===== config.mk =====
export PLATFORM = sky130hd
export DESIGN_NAME = bsc_core
export DESIGN_NICKNAME = d
export VERILOG_FILES = /design/src/rtl/bsc_pkg.sv /design/src/rtl/bsc_regfile.sv /design/src/rtl/bsc_core.sv
export VERILOG_INCLUDE_DIRS = /design/src /design/src/rtl
export SDC_FILE = /design/constraint.sdc
export NUM_CORES = 1
export LEC_CHECK = 0
export CORE_MARGIN = 3
export CORE_UTILIZATION = 35
export DETAILED_ROUTE_END_ITERATION = 7
export DONT_BUFFER_PORTS = 1
export GPL_ROUTABILITY_DRIVEN = 0
export HOLD_SLACK_MARGIN = 0.02
export PLACE_DENSITY = 0.56
export SLEW_MARGIN = 10
export SYNTH_ARGS = -nofsm -noshare
export SYNTH_HDL_FRONTEND = slang
export SYNTH_HIERARCHICAL = 1
export SYNTH_SLANG_ARGS = --single-unit

===== constraint.sdc =====
create_clock -name I_REF_CLK -period 12.6 [get_ports I_REF_CLK]
set_clock_uncertainty 0.1 [all_clocks]
set_input_delay 1.26 -clock I_REF_CLK [delete_from_list [all_inputs] [get_ports I_REF_CLK]]
set_output_delay 1.26 -clock I_REF_CLK [all_outputs]
set_load 0.01 [all_outputs]

===== src/rtl/bsc_defines.svh =====
`ifndef BSC_DEFINES_SVH
`define BSC_DEFINES_SVH

// ----------------------------------------------------------------
// APB register map (byte addresses)
// ----------------------------------------------------------------
`define BSC_OFF_INSTR      12'h000
`define BSC_OFF_STATUS     12'h004
`define BSC_OFF_ACC        12'h008
`define BSC_OFF_PC         12'h00c
`define BSC_OFF_LATCH      12'h010
`define BSC_OFF_WDOG       12'h014
`define BSC_OFF_STACK      12'h018
`define BSC_RF_SEL         3'h2
`define BSC_FLD_RF_SEL     11:9
`define BSC_FLD_RF_IDX     8:2

// ----------------------------------------------------------------
// Instruction word fields
// ----------------------------------------------------------------
`define BSC_FLD_OP         3:0
`define BSC_BIT_DEST       4
`define BSC_FLD_BIT        7:5
`define BSC_FLD_FILE       14:8
`define BSC_FLD_LIT        26:16
`define BSC_INSTR_W        27

// ----------------------------------------------------------------
// Operation codes
// ----------------------------------------------------------------
`define BSC_OP_NOP         4'h0
`define BSC_OP_SKIP_SET    4'h1
`define BSC_OP_WDOG_CLR    4'h2
`define BSC_OP_CALL        4'h3
`define BSC_OP_COMPL       4'h4
`define BSC_OP_REG_ZERO    4'h5
`define BSC_OP_DECR        4'h6
`define BSC_OP_ACC_CLR     4'h7

// ----------------------------------------------------------------
// STATUS bits, upper latch bits, widths and reset values
// ----------------------------------------------------------------
`define BSC_ST_ZERO        0
`define BSC_ST_PD_N        1
`define BSC_ST_TO_N        2
`define BSC_ST_BUSY        3
`define BSC_ST_SKIP        4
`define BSC_FLD_LATCH_UP   4:3
`define BSC_PC_W           13
`define BSC_LATCH_W        5
`define BSC_SP_W           3
`define BSC_STACK_DEPTH    8
`define BSC_RF_DEPTH       128
`define BSC_BYTE_ZERO      8'h00
`define BSC_BYTE_ONE       8'h01
`define BSC_BYTE_MAX       8'hff
`define BSC_PC_ZERO        13'h0000
`define BSC_PC_ONE         13'h0001
`define BSC_LATCH_ZERO     5'h00
`define BSC_SP_ZERO        3'h0
`define BSC_SP_ONE         3'h1
`define BSC_WORD_ZERO      32'h0000_0000
`define BSC_INSTR_ZERO     27'h000_0000

`endif


===== src/rtl/bsc_pkg.sv =====
package bsc_pkg;
  typedef enum logic [1:0] {
    ST_IDLE,
    ST_EXEC,
    ST_SECOND
  } bsc_state_t;
endpackage


===== src/rtl/bsc_regfile.sv =====
`timescale 1ns/10ps
`default_nettype none
`include "bsc_defines.svh"

module bsc_regfile (
  // Clock
  input  wire logic       i_clk,
  // Write port
  input  wire logic       i_we,
  input  wire logic [6:0] i_waddr,
  input  wire logic [7:0] i_wdata,
  // Read port
  input  wire logic [6:0] i_raddr,
  output logic      [7:0] o_rdata
);

  // No reset: file contents are undefined until written, as in the device
  logic [7:0] mem [`BSC_RF_DEPTH];

  always_ff @(posedge i_clk) begin
    if (i_we) begin
      mem[i_waddr] <= i_wdata;
    end
  end

  assign o_rdata = mem[i_raddr];

endmodule

`default_nettype wire


===== src/rtl/bsc_core.sv =====
// Design decisions made here: the placing of the registers and register access over APB.
`timescale 1ns/10ps
`default_nettype none
`include "bsc_defines.svh"

// Behaviour
// - Skip-if-bit-set with bit 1 discards next instruction, runs a no-op instead.
// - Skip-if-bit-set with bit 0 runs next instruction normally, flags untouched.
// - Watchdog clear zeroes the watchdog counter and its prescaler.
// - Watchdog clear sets the power-down flag to one, and the timeout flag too unless a timeout lands in that cycle.
// - Call pushes program counter plus one onto the return stack.
// - Call loads its eleven-bit literal into program counter bits 10 to 0.
// - Call copies upper latch bits 4 and 3 into counter bits 12 and 11.
// - Call takes two cycles and leaves all status flags alone.
// - Complement inverts the register, result to accumulator or register, updates zero.
// - Register clear writes zero to the addressed register and sets zero flag.
// - Decrement subtracts one, result to accumulator or register, updates zero.
// - Accumulator clear zeroes the accumulator and sets the zero flag.
// - Only a call costs a second no-op cycle; a true test costs none and discards the next issued word.
module bsc_core
  import bsc_pkg::*;
(
  // Clock and reset
  input  wire logic        I_REF_CLK,
  input  wire logic        I_NRST,
  // APB slave
  input  wire logic        I_PSEL,
  input  wire logic        I_PENABLE,
  input  wire logic        I_PWRITE,
  input  wire logic [11:0] I_PADDR,
  input  wire logic [31:0] I_PWDATA,
  output logic      [31:0] O_PRDATA,
  output logic             O_PREADY,
  output logic             O_PSLVERR
);

  // ----------------------------------------------------------------
  // State
  // ----------------------------------------------------------------
  bsc_state_t                 state;
  logic [`BSC_INSTR_W-1:0]    instr;
  logic [7:0]                 acc;
  logic                       zero_flag;
  logic                       timeout_flag_n;
  logic                       powerdown_flag_n;
  logic                       skip_pending;
  logic [`BSC_PC_W-1:0]       pc;
  logic [`BSC_LATCH_W-1:0]    upper_address_latch;
  logic [`BSC_SP_W-1:0]       sp;
  // Return stack: no overflow or underflow is reported
  logic [`BSC_PC_W-1:0]       stack [`BSC_STACK_DEPTH];
  logic [7:0]                 watchdog_counter;
  logic [7:0]                 wdog_prescaler;

  function automatic logic is_zero(input logic [7:0] v);
    is_zero = (v == `BSC_BYTE_ZERO);
  endfunction

  // ----------------------------------------------------------------
  // APB decode
  // ----------------------------------------------------------------
  wire       access     = I_PSEL & I_PENABLE;
  // Bus writes land only on the completing edge, which is always an idle cycle
  wire       apb_fire   = access & O_PREADY;
  wire       apb_wr     = apb_fire & I_PWRITE;
  wire       rf_hit     = (I_PADDR[`BSC_FLD_RF_SEL] == `BSC_RF_SEL);
  wire [6:0] rf_idx     = I_PADDR[`BSC_FLD_RF_IDX];
  wire       hit_instr  = (I_PADDR == `BSC_OFF_INSTR);
  wire       hit_status = (I_PADDR == `BSC_OFF_STATUS);
  wire       hit_acc    = (I_PADDR == `BSC_OFF_ACC);
  wire       hit_pc     = (I_PADDR == `BSC_OFF_PC);
  wire       hit_latch  = (I_PADDR == `BSC_OFF_LATCH);
  wire       hit_wdog   = (I_PADDR == `BSC_OFF_WDOG);
  wire       hit_stack  = (I_PADDR == `BSC_OFF_STACK);
  wire       mapped     = rf_hit | hit_instr | hit_status | hit_acc | hit_pc | hit_latch
                          | hit_wdog | hit_stack;
  // Read-only registers refuse writes, write-only instruction port refuses reads
  wire       refused    = !mapped | (I_PWRITE & (hit_status | hit_wdog | hit_stack))
                          | (!I_PWRITE & hit_instr);
  wire       issue      = apb_wr & hit_instr & !refused;
  wire       idle       = (state == ST_IDLE);
  // Ready is registered, so every access phase has at least one wait state
  // Stall the access phase while an instruction runs, so bus and core never collide
  wire       next_pready = access & !O_PREADY & idle;

  // ----------------------------------------------------------------
  // Execute decode
  // ----------------------------------------------------------------
  wire [3:0]  op_raw   = instr[`BSC_FLD_OP];
  wire        in_exec  = (state == ST_EXEC);
  // A pending skip turns whatever arrives next into a one-cycle no-op
  wire [3:0]  op       = skip_pending ? `BSC_OP_NOP : op_raw;
  wire        dest_reg = instr[`BSC_BIT_DEST];
  wire [2:0]  bit_sel  = instr[`BSC_FLD_BIT];
  wire [6:0]  file_sel = instr[`BSC_FLD_FILE];
  wire [10:0] literal  = instr[`BSC_FLD_LIT];
  wire [7:0]  rf_rdata;
  wire [6:0]  rf_raddr = in_exec ? file_sel : rf_idx;

  wire        do_skip  = in_exec & (op == `BSC_OP_SKIP_SET);
  // Unwritten file registers read unknown; software must seed them first
  wire        bit_true = rf_rdata[bit_sel];
  wire        do_wclr  = in_exec & (op == `BSC_OP_WDOG_CLR);
  wire        do_call  = in_exec & (op == `BSC_OP_CALL);
  wire        do_comp  = in_exec & (op == `BSC_OP_COMPL);
  wire        do_rzero = in_exec & (op == `BSC_OP_REG_ZERO);
  wire        do_dec   = in_exec & (op == `BSC_OP_DECR);
  wire        do_aclr  = in_exec & (op == `BSC_OP_ACC_CLR);

  wire [7:0]  res_comp = ~rf_rdata;
  wire [7:0]  res_dec  = rf_rdata - `BSC_BYTE_ONE;
  wire [7:0]  result   = do_comp ? res_comp : res_dec;
  wire        alu_op   = do_comp | do_dec;

  // Register file write: core first, APB only while idle
  wire        core_rf_we = (alu_op & dest_reg) | do_rzero;
  wire        apb_rf_we  = apb_wr & rf_hit;
  wire        rf_we      = core_rf_we | apb_rf_we;
  wire [6:0]  rf_waddr   = in_exec ? file_sel : rf_idx;
  wire [7:0]  rf_wdata   = in_exec ? (do_rzero ? `BSC_BYTE_ZERO : result) : I_PWDATA[7:0];

  wire [`BSC_PC_W-1:0] pc_plus1    = pc + `BSC_PC_ONE;
  // Only latch bits 4 and 3 reach the counter; the lower latch bits are ignored
  wire [`BSC_PC_W-1:0] call_target = {upper_address_latch[`BSC_FLD_LATCH_UP], literal};

  // ----------------------------------------------------------------
  // APB read data
  // ----------------------------------------------------------------
  wire [31:0] status_word = {27'h000_0000, skip_pending, !idle, timeout_flag_n,
                             powerdown_flag_n, zero_flag};
  // Stack word shows the entry just pushed; with the pointer at zero the
  // last slot, index 7, is shown, which may never have been written
  wire [31:0] rd_word =
    rf_hit     ? {24'h00_0000, rf_rdata} :
    hit_status ? status_word :
    hit_acc    ? {24'h00_0000, acc} :
    hit_pc     ? {19'h0_0000, pc} :
    hit_latch  ? {27'h000_0000, upper_address_latch} :
    hit_wdog   ? {16'h0000, wdog_prescaler, watchdog_counter} :
    hit_stack  ? {13'h0000, sp, 3'h0, stack[sp - `BSC_SP_ONE]} :
                 `BSC_WORD_ZERO;

  // Refusal and read data are judged in the cycle that raises ready, so
  // they always belong to the transfer that completes on the next edge
  wire        next_pslverr = next_pready & refused;
  wire [31:0] next_prdata  = (next_pready & !I_PWRITE & !refused) ? rd_word : `BSC_WORD_ZERO;

  always_ff @(posedge I_REF_CLK or negedge I_NRST) begin
    if (!I_NRST) begin
      O_PREADY  <= 1'b0;
      O_PRDATA  <= `BSC_WORD_ZERO;
      O_PSLVERR <= 1'b0;
    end else begin
      O_PREADY  <= next_pready;
      O_PSLVERR <= next_pslverr;
      O_PRDATA  <= next_prdata;
    end
  end

  // ----------------------------------------------------------------
  // Sequencer
  // ----------------------------------------------------------------
  bsc_state_t next_state;

  // The second cycle of a call is the no-op; only the watchdog prescaler, counter and timeout flag are updated in it
  always_comb begin
    next_state = state;
    unique case (state)
      ST_IDLE:   next_state = issue ? ST_EXEC : ST_IDLE;
      ST_EXEC:   next_state = do_call ? ST_SECOND : ST_IDLE;
      ST_SECOND: next_state = ST_IDLE;
      default:   next_state = ST_IDLE;
    endcase
  end

  always_ff @(posedge I_REF_CLK or negedge I_NRST) begin
    if (!I_NRST) begin
      state <= ST_IDLE;
      instr <= `BSC_INSTR_ZERO;
    end else begin
      state <= next_state;
      if (issue) begin
        instr <= I_PWDATA[`BSC_INSTR_W-1:0];
      end
    end
  end

  // ----------------------------------------------------------------
  // Skip, accumulator and zero flag
  // ----------------------------------------------------------------
  // Skip state is only re-evaluated while an instruction executes
  always_ff @(posedge I_REF_CLK or negedge I_NRST) begin
    if (!I_NRST) begin
      skip_pending <= 1'b0;
    end else if (in_exec) begin
      // Discarded instruction is consumed as a one-cycle no-op
      skip_pending <= do_skip & bit_true;
    end
  end

  always_ff @(posedge I_REF_CLK or negedge I_NRST) begin
    if (!I_NRST) begin
      acc       <= `BSC_BYTE_ZERO;
      zero_flag <= 1'b0;
    end else if (do_aclr) begin
      acc       <= `BSC_BYTE_ZERO;
      zero_flag <= 1'b1;
    end else if (do_rzero) begin
      // Register clear leaves the accumulator as it is
      zero_flag <= 1'b1;
    end else if (alu_op) begin
      if (!dest_reg) begin
        acc <= result;
      end
      zero_flag <= is_zero(result);
    end else if (apb_wr & hit_acc) begin
      acc <= I_PWDATA[7:0];
    end
  end

  // Core and bus never write in the same cycle: the bus stalls while busy
  bsc_regfile u_regfile (
    .i_clk   (I_REF_CLK),
    .i_we    (rf_we),
    .i_waddr (rf_waddr),
    .i_wdata (rf_wdata),
    .i_raddr (rf_raddr),
    .o_rdata (rf_rdata)
  );

  // ----------------------------------------------------------------
  // Program counter, upper latch and return stack
  // ----------------------------------------------------------------
  // Every executed word, skipped ones included, advances the counter;
  // a call replaces that step with its target
  always_ff @(posedge I_REF_CLK or negedge I_NRST) begin
    if (!I_NRST) begin
      pc                  <= `BSC_PC_ZERO;
      upper_address_latch <= `BSC_LATCH_ZERO;
      sp                  <= `BSC_SP_ZERO;
    end else if (do_call) begin
      pc <= call_target;
      sp <= sp + `BSC_SP_ONE;
    end else if (in_exec) begin
      pc <= pc_plus1;
    end else if (apb_wr & hit_pc) begin
      pc <= I_PWDATA[`BSC_PC_W-1:0];
    end else if (apb_wr & hit_latch) begin
      upper_address_latch <= I_PWDATA[`BSC_LATCH_W-1:0];
    end
  end

  // Circular stack: a ninth push silently overwrites the oldest entry
  always_ff @(posedge I_REF_CLK) begin
    if (do_call) begin
      stack[sp] <= pc_plus1;
    end
  end

  // ----------------------------------------------------------------
  // Watchdog
  // ----------------------------------------------------------------
  // Eight-bit prescaler feeding an eight-bit counter: one timeout every
  // 65536 clocks, and the count keeps wrapping after it
  wire pre_wrap  = (wdog_prescaler == `BSC_BYTE_MAX);
  wire wdog_trip = pre_wrap & (watchdog_counter == `BSC_BYTE_MAX);

  always_ff @(posedge I_REF_CLK or negedge I_NRST) begin
    if (!I_NRST) begin
      watchdog_counter <= `BSC_BYTE_ZERO;
      wdog_prescaler   <= `BSC_BYTE_ZERO;
    end else if (do_wclr) begin
      watchdog_counter <= `BSC_BYTE_ZERO;
      wdog_prescaler   <= `BSC_BYTE_ZERO;
    end else begin
      wdog_prescaler <= wdog_prescaler + `BSC_BYTE_ONE;
      if (pre_wrap) begin
        watchdog_counter <= watchdog_counter + `BSC_BYTE_ONE;
      end
    end
  end

  always_ff @(posedge I_REF_CLK or negedge I_NRST) begin
    if (!I_NRST) begin
      timeout_flag_n   <= 1'b1;
      powerdown_flag_n <= 1'b1;
    end else begin
      // Timeout event wins over a clear in the same cycle
      if (wdog_trip) begin
        timeout_flag_n <= 1'b0;
      end else if (do_wclr) begin
        timeout_flag_n <= 1'b1;
      end
      // No sleep state here, so the power-down flag only ever gets set
      if (do_wclr) begin
        powerdown_flag_n <= 1'b1;
      end
    end
  end

endmodule

`default_nettype wire


==> flow_summary.ini, run 1 <==
[timing]
slew_violations = 0
hold_violations = 0
fin_crit_sh_pct = 64.8
fin_ws_ps = 4440
setup_tns_ps = 0
clock.fmax_mhz = 123
tightest_slew_ps = 1230
rsz0062_at_grt = false
max-slew-margin-rel_pct = 18.2
setup_viol = 0
holdWs_ps = 104
min_period_ps = 8160

[global_routing]
antenna_found_initial = 3
grt_start_max_net_pins = 142
overflow = 0
met2_usage_pct = 25.8
grt_pass1_vias = 24200
grt_use_total_pct = 15.8
grt_pass1_wl_um = 169000
grt_busiest_layer = met2
met1_usage_pct = 21.4
gr-usage-met3_pct = 3.07

[yosys]
synth-simple-area-share_pct = 4.18
yosys.area.top_type = edfxtp_1
synth_area_per_cell_um2 = 20.5
ys_async_sr_fraction_pct = 7.92
synth-xor-area-share_pct = 0.609
seq_area_frac_synth_pct = 73.9
synthMuxAreaShare_pct = 18.0
synth_adder_area_share_pct = 0.153
synth_top_family_by_area = multiplexers
ys_ff_latch = 1225
synth_top_cell_area_share_pct = 68.9
synth-edff-count = 1128
synth_flop_cell = edfxtp_1
netlist_area_mm2 = 0.0491
synthCells = 2391
yosys-top-cells-area = edfxtp_1, mux4_2, dfrtp_1
synth_compound_area_share_pct = 1.61
ys_warn_count = 6
synth_cell_types = 73

[floorplan]
die_y_um = 381
coreArea_mm2 = 0.138
rows = 136
fp.dieArea_mm2 = 0.145
die_x_um = 381
ioPinCount = 83
initial_core_util_pct = 35.5

[worst_setup_path]
crit_top_cell = buf_4
cp.required_ps = 12860
critPathSlowestCell = buf_4
crit_fanout = 101
endpoint_kind = register
crit_chain = nor2b_2 > buf_4 > nand2_1 > nand2_4 > buf_4 > buf_4 > mux4_2 > mux4_2 > mux4_2 > mux2_2 > nor2_1 > and3b_1 > nor3_1 > o31ai_4 > buf_4
startpoint_type = register
path_class = reg -> reg
critPathMaxStageDelay_ps = 1000
arrival_ps = 8430

[final_layout]
seqCellArea_mm2 = 0.0363
post-route-util_pct = 40.1
design_area_mm2 = 0.0555
final_cells = 4407
area_growth_syn_to_layout_pct = 13.0
mostFrequentLayoutCell = edfxtp_1
multi_input_area_mm2 = 0.0123
drive_gt1_share_pct = 26.9
fillers = 12100
nNetsFinal = 2497
mostFrequentLayoutCells = edfxtp_1, mux4_2, nor2_1

[clock_tree]
hold_buffers = 0
post_cts_buffers = 0
clock-sinks = 1225
cts_buffers = 130
cts_tree = yes
cts.clk_slew.worst_paths_ps = 60
cts_root_buf = clkbuf_16
postCtsResizedCells = 0
clk_latency_ps = 750
clockBufferDepth = 3
htree_levels = 4

[drt]
wl_um = 115000
drt-pass1-iter-count = 5
via_per_inst = 5.34
drc = 0
final_antenna_net_count = 0
vias = 23500
wl_per_cell_um = 26.0
drt_iter0_drc = 2359

[placed_design]
port_buffers = 0
dp_hpwl_um = 70500
preCtsSetupSlack_ps = 3980
dp_cells = 4173
dpl_cell_area_mm2 = 0.0514

[worst_hold_path]
holdCritPathClass = in -> async

[power]
finalPower_mw = 8.46
ir_drop_uv = 143
power_density_mw_per_mm2 = 152
power.leakage_nw = 17.7

[outcome]
status = finished, final reports clean

[run]
maxCapViolCount = 0
[final timing paths]
path / from / to / slack [ps] / cells after the start
hold / removal: I_NRST / O_PRDATA[6] / 100 / 0
setup / recovery: state[0] / u_regfile/mem[50][5] / 4440 / 15
min in group I_REF_CLK: acc[2] / acc[2] / 400 / 1
max in group asynchronous: I_NRST / timeout_flag_n / 12080 / 0
setup reg to reg: state[0] / u_regfile/mem[50][5] / 4440 / 15
hold reg to reg: acc[2] / acc[2] / 400 / 1
[cells in the mapped netlist, types with 6 or more instances]
master    instances
edfxtp_1       1128
nor4_1            6
buf_2            29
inv_1            11
buf_4            27
xnor2_1          12
or3_1             6
ha_1              6
and3_1           10
mux2i_1          11
and3b_1           7
a21oi_1          16
a31oi_1          13
nand3_1          29
nor2_1          203
buf_1            19
nand2_1          80
clkbuf_1         69
nand2b_1          9
mux2_2           46
dfrtp_1          96
xor2_1           19
o21ai_0          24
nand4_1          14
nor2b_1          15
nor3_1           24
mux4_2          360
a22oi_1           6
[worst max-delay path: cells and delay by family (launching register included)]
kind / cells / cell delay (ps)
and+or+nand+nor: 6 / 1570
AOI/OAI and AO/OA: 1 / 830
buffers and inverters: 4 / 2400
muxes: 4 / 2160
DFF: 1 / 460
[layout make-up]
| type | count | area share, % |
|---|---|---|
| inverters | 13 | 0.0879 |
| multi-input cells | 1018 | 22.2 |
| clock buffers | 173 | 6.47 |
| repair buffers | 54 | 0.775 |
| diodes | 1 | 0.00451 |
| flip-flops and latches | 1225 | 65.4 |
| clock inverters | 60 | 0.895 |
| well taps | 1863 | 4.20 |
[flip-flops by register name, indices dropped and copies added, names as in the netlist]
register             cells
O_PRDATA                19
O_PREADY                 1
O_PSLVERR                1
acc                      8
instr                   26
pc                      13
skip_pending             1
sp                       3
stack                  104
state                    2
timeout_flag_n           1
u_regfile/mem         1024
upper_address_latch      5
watchdog_counter         8
wdog_prescaler           8
zero_flag                1
[per-layer routing]
layer,routed length (um),vias to the layer above
met5,0,-
met4,3270,0
met3,6590,163
met2,56700,735
met1,48100,12700
li1,-,9940
[cells by family (layout without fill, tap and decap cells)]
kind of cell	after synthesis	after routing
flip-flops	1225	1225
AND/OR/NAND/NOR	435	435
multiplexers	421	421
buffers and inverters	160	300
AO/OA/AOI/OAI	111	111
XOR/XNOR	32	32
adder cells (fa/ha/maj)	6	6
other	1	14
[where the power goes]
group	switching (mW)	internal, mW	total [mW]
Sequential	0.00111	4.44	4.44
Clock	1.53	2.11	3.64
Combinational	0.231	0.145	0.377
Note: power is estimated with default switching activity, not from simulation.
==> run 2: changes to the inputs <==
- PLACE_DENSITY: 0.56 -> 0.58
- clock period: 12.6 -> 7.2 ns (I/O delays scaled with it)
==> flow_summary.ini, run 2 (same netlist as run 1, synthesis figures left out) <==
[placed_design]
port_buffers = 0
dp_hpwl_um = 72000

[drt]
wl_per_cell_um = 25.9
routed.top_layer = met4
met3WireLength_um = 7270
vias = 24000
drt-pass1-iter-count = 6
wl_um = 116000
dr_wl_met2_um = 57100
drt_iter0_drc = 2417
drc = 0
wl_met1_um = 48500
final_antenna_net_count = 0
via_per_inst = 5.38

[worst_setup_path]
arrival_ps = 6720
r2r_slack_ps = 880
r2r_end = u_regfile/mem[117][4]
cp.required_ps = 7600
startpoint_type = register
r2r_cells = 14
crit_fanout = 44
r2r-start = state[0]
endpoint_kind = register
path_class = reg -> reg

[timing]
rsz0062_at_grt = false
clock.fmax_mhz = 158
holdWs_ps = 87.1
slew_violations = 0
setup_tns_ps = 0
max-slew-margin-rel_pct = 34.7
fin_crit_sh_pct = 87.8
hold_violations = 0
setup_viol = 0
tightest_slew_ps = 978
min_period_ps = 6320

[global_routing]
grt_start_max_net_pins = 129
overflow = 0
grt_use_total_pct = 15.9
grt_pass1_vias = 24500
grt_pass1_wl_um = 171000
antenna_found_initial = 4

[run]
maxCapViolCount = 0

[clock_tree]
cts_root_buf = clkbuf_16
cts.clk_slew.worst_paths_ps = 60
postCtsResizedCells = 0
clockBufferDepth = 3
cts_tree = yes
htree_levels = 4
clk_latency_ps = 740
cts_buffers = 131
clock-sinks = 1225

[final_layout]
area_growth_syn_to_layout_pct = 14.7
largest_reg_flops = 1024
mostFrequentLayoutCell = edfxtp_1
drive_gt1_share_pct = 27.5
fillers = 12000
multi_input_area_mm2 = 0.0123
mostFrequentLayoutCells = edfxtp_1, mux4_2, nor2_1
seqCellArea_mm2 = 0.0363
top_register = u_regfile/mem
reg_top3 = u_regfile/mem x1024, stack x104, instr x26
nNetsFinal = 2551

[outcome]
status = finished, final reports clean

[floorplan]
rows = 136
die_x_um = 381
initial_core_util_pct = 35.5
ioPinCount = 83
die_y_um = 381
coreArea_mm2 = 0.138
fp.dieArea_mm2 = 0.145

[power]
ir_drop_uv = 251
power.leakage_nw = 18.1
power_density_mw_per_mm2 = 268

[worst_hold_path]
whs_path_depth = 2
holdCritPathClass = in -> reg
min_from = I_PWDATA[2]
whs_endpoint = acc[2]
==> run 2: cell types whose count changed in the layout (fill, tap and decap cells not counted), moves of 6 or more <==
cell           previous run  this run
clkbuf_1                 32        26
buf_4                    52        61
dlygate4sd3_1             0        27
buf_12                    2        17
bufinv_16                 5        11
==> run 2: repair_timing <==
action                                 in CTS  in global routing
endpoints found under the hold margin     133                  0
hold buffers                               28                  0
setup buffers                               0                  0
==> run 2: power by group <==
part	total, mW	switching, mW	internal (mW)
Sequential	7.76	0.00194	7.76
Clock	6.61	2.71	3.90
Combinational	0.704	0.422	0.282
Total	15.1	3.14	11.9
==> run 2: through the flow <==
stage                     setup WS (ps)  instances  utilization [%]  total power, mW  cell area, um2
final                               878       4463             40.7             15.1           56300
after global routing                609       4462             40.7             15.5           56300
after detailed placement            808       4197             37.4             8.60           51800
after floorplan                     170       2403                -             8.36           49200
after CTS                           840       4461             40.7             15.2           56300
after global placement              920       4197             37.4             8.58           51800
==> run 2: area by class of cell <==
class	count	area share [%]
clock inverters	70	1.25
well taps	1863	4.14
clock buffers	166	6.29
repair buffers	107	1.99
flip-flops and latches	1225	64.4
inverters	13	0.0866
multi-input cells	1018	21.8
diodes	1	0.00444
==> run 2: worst max path at each step <==
| stage | from | end | depth (start not counted) |
|---|---|---|---|
| after floorplan | I_PADDR[2] | u_regfile/mem[0][4] | 15 |
| after global placement | I_PADDR[4] | u_regfile/mem[112][4] | 14 |
| after detailed placement | I_PADDR[4] | u_regfile/mem[112][4] | 14 |
| after CTS | state[0] | u_regfile/mem[113][4] | 14 |
| after global routing | state[0] | u_regfile/mem[117][4] | 14 |
| final | state[0] | u_regfile/mem[117][4] | 14 |
==> run 2: worst max-delay path: stages, from the launching register on <==
cell and delay, ps:
dfrtp_1 430, nor2b_2 500, nand2_1 170, nand2_4 370, buf_12 370, mux4_2 570
mux4_2 560, mux4_2 550, mux2_2 380, inv_1 160, ha_1 350, a22oi_1 130
xor2_1 200, o21ai_4 640, buf_4 450
==> run 2: layer usage <==
metal / vias to the layer above / GRT usage (%)
met3: 187 / 3.01
met5: - / 0
li1: 10100 / -
met2: 852 / 25.9
met1: 12900 / 21.9
met4: 0 / 4.54
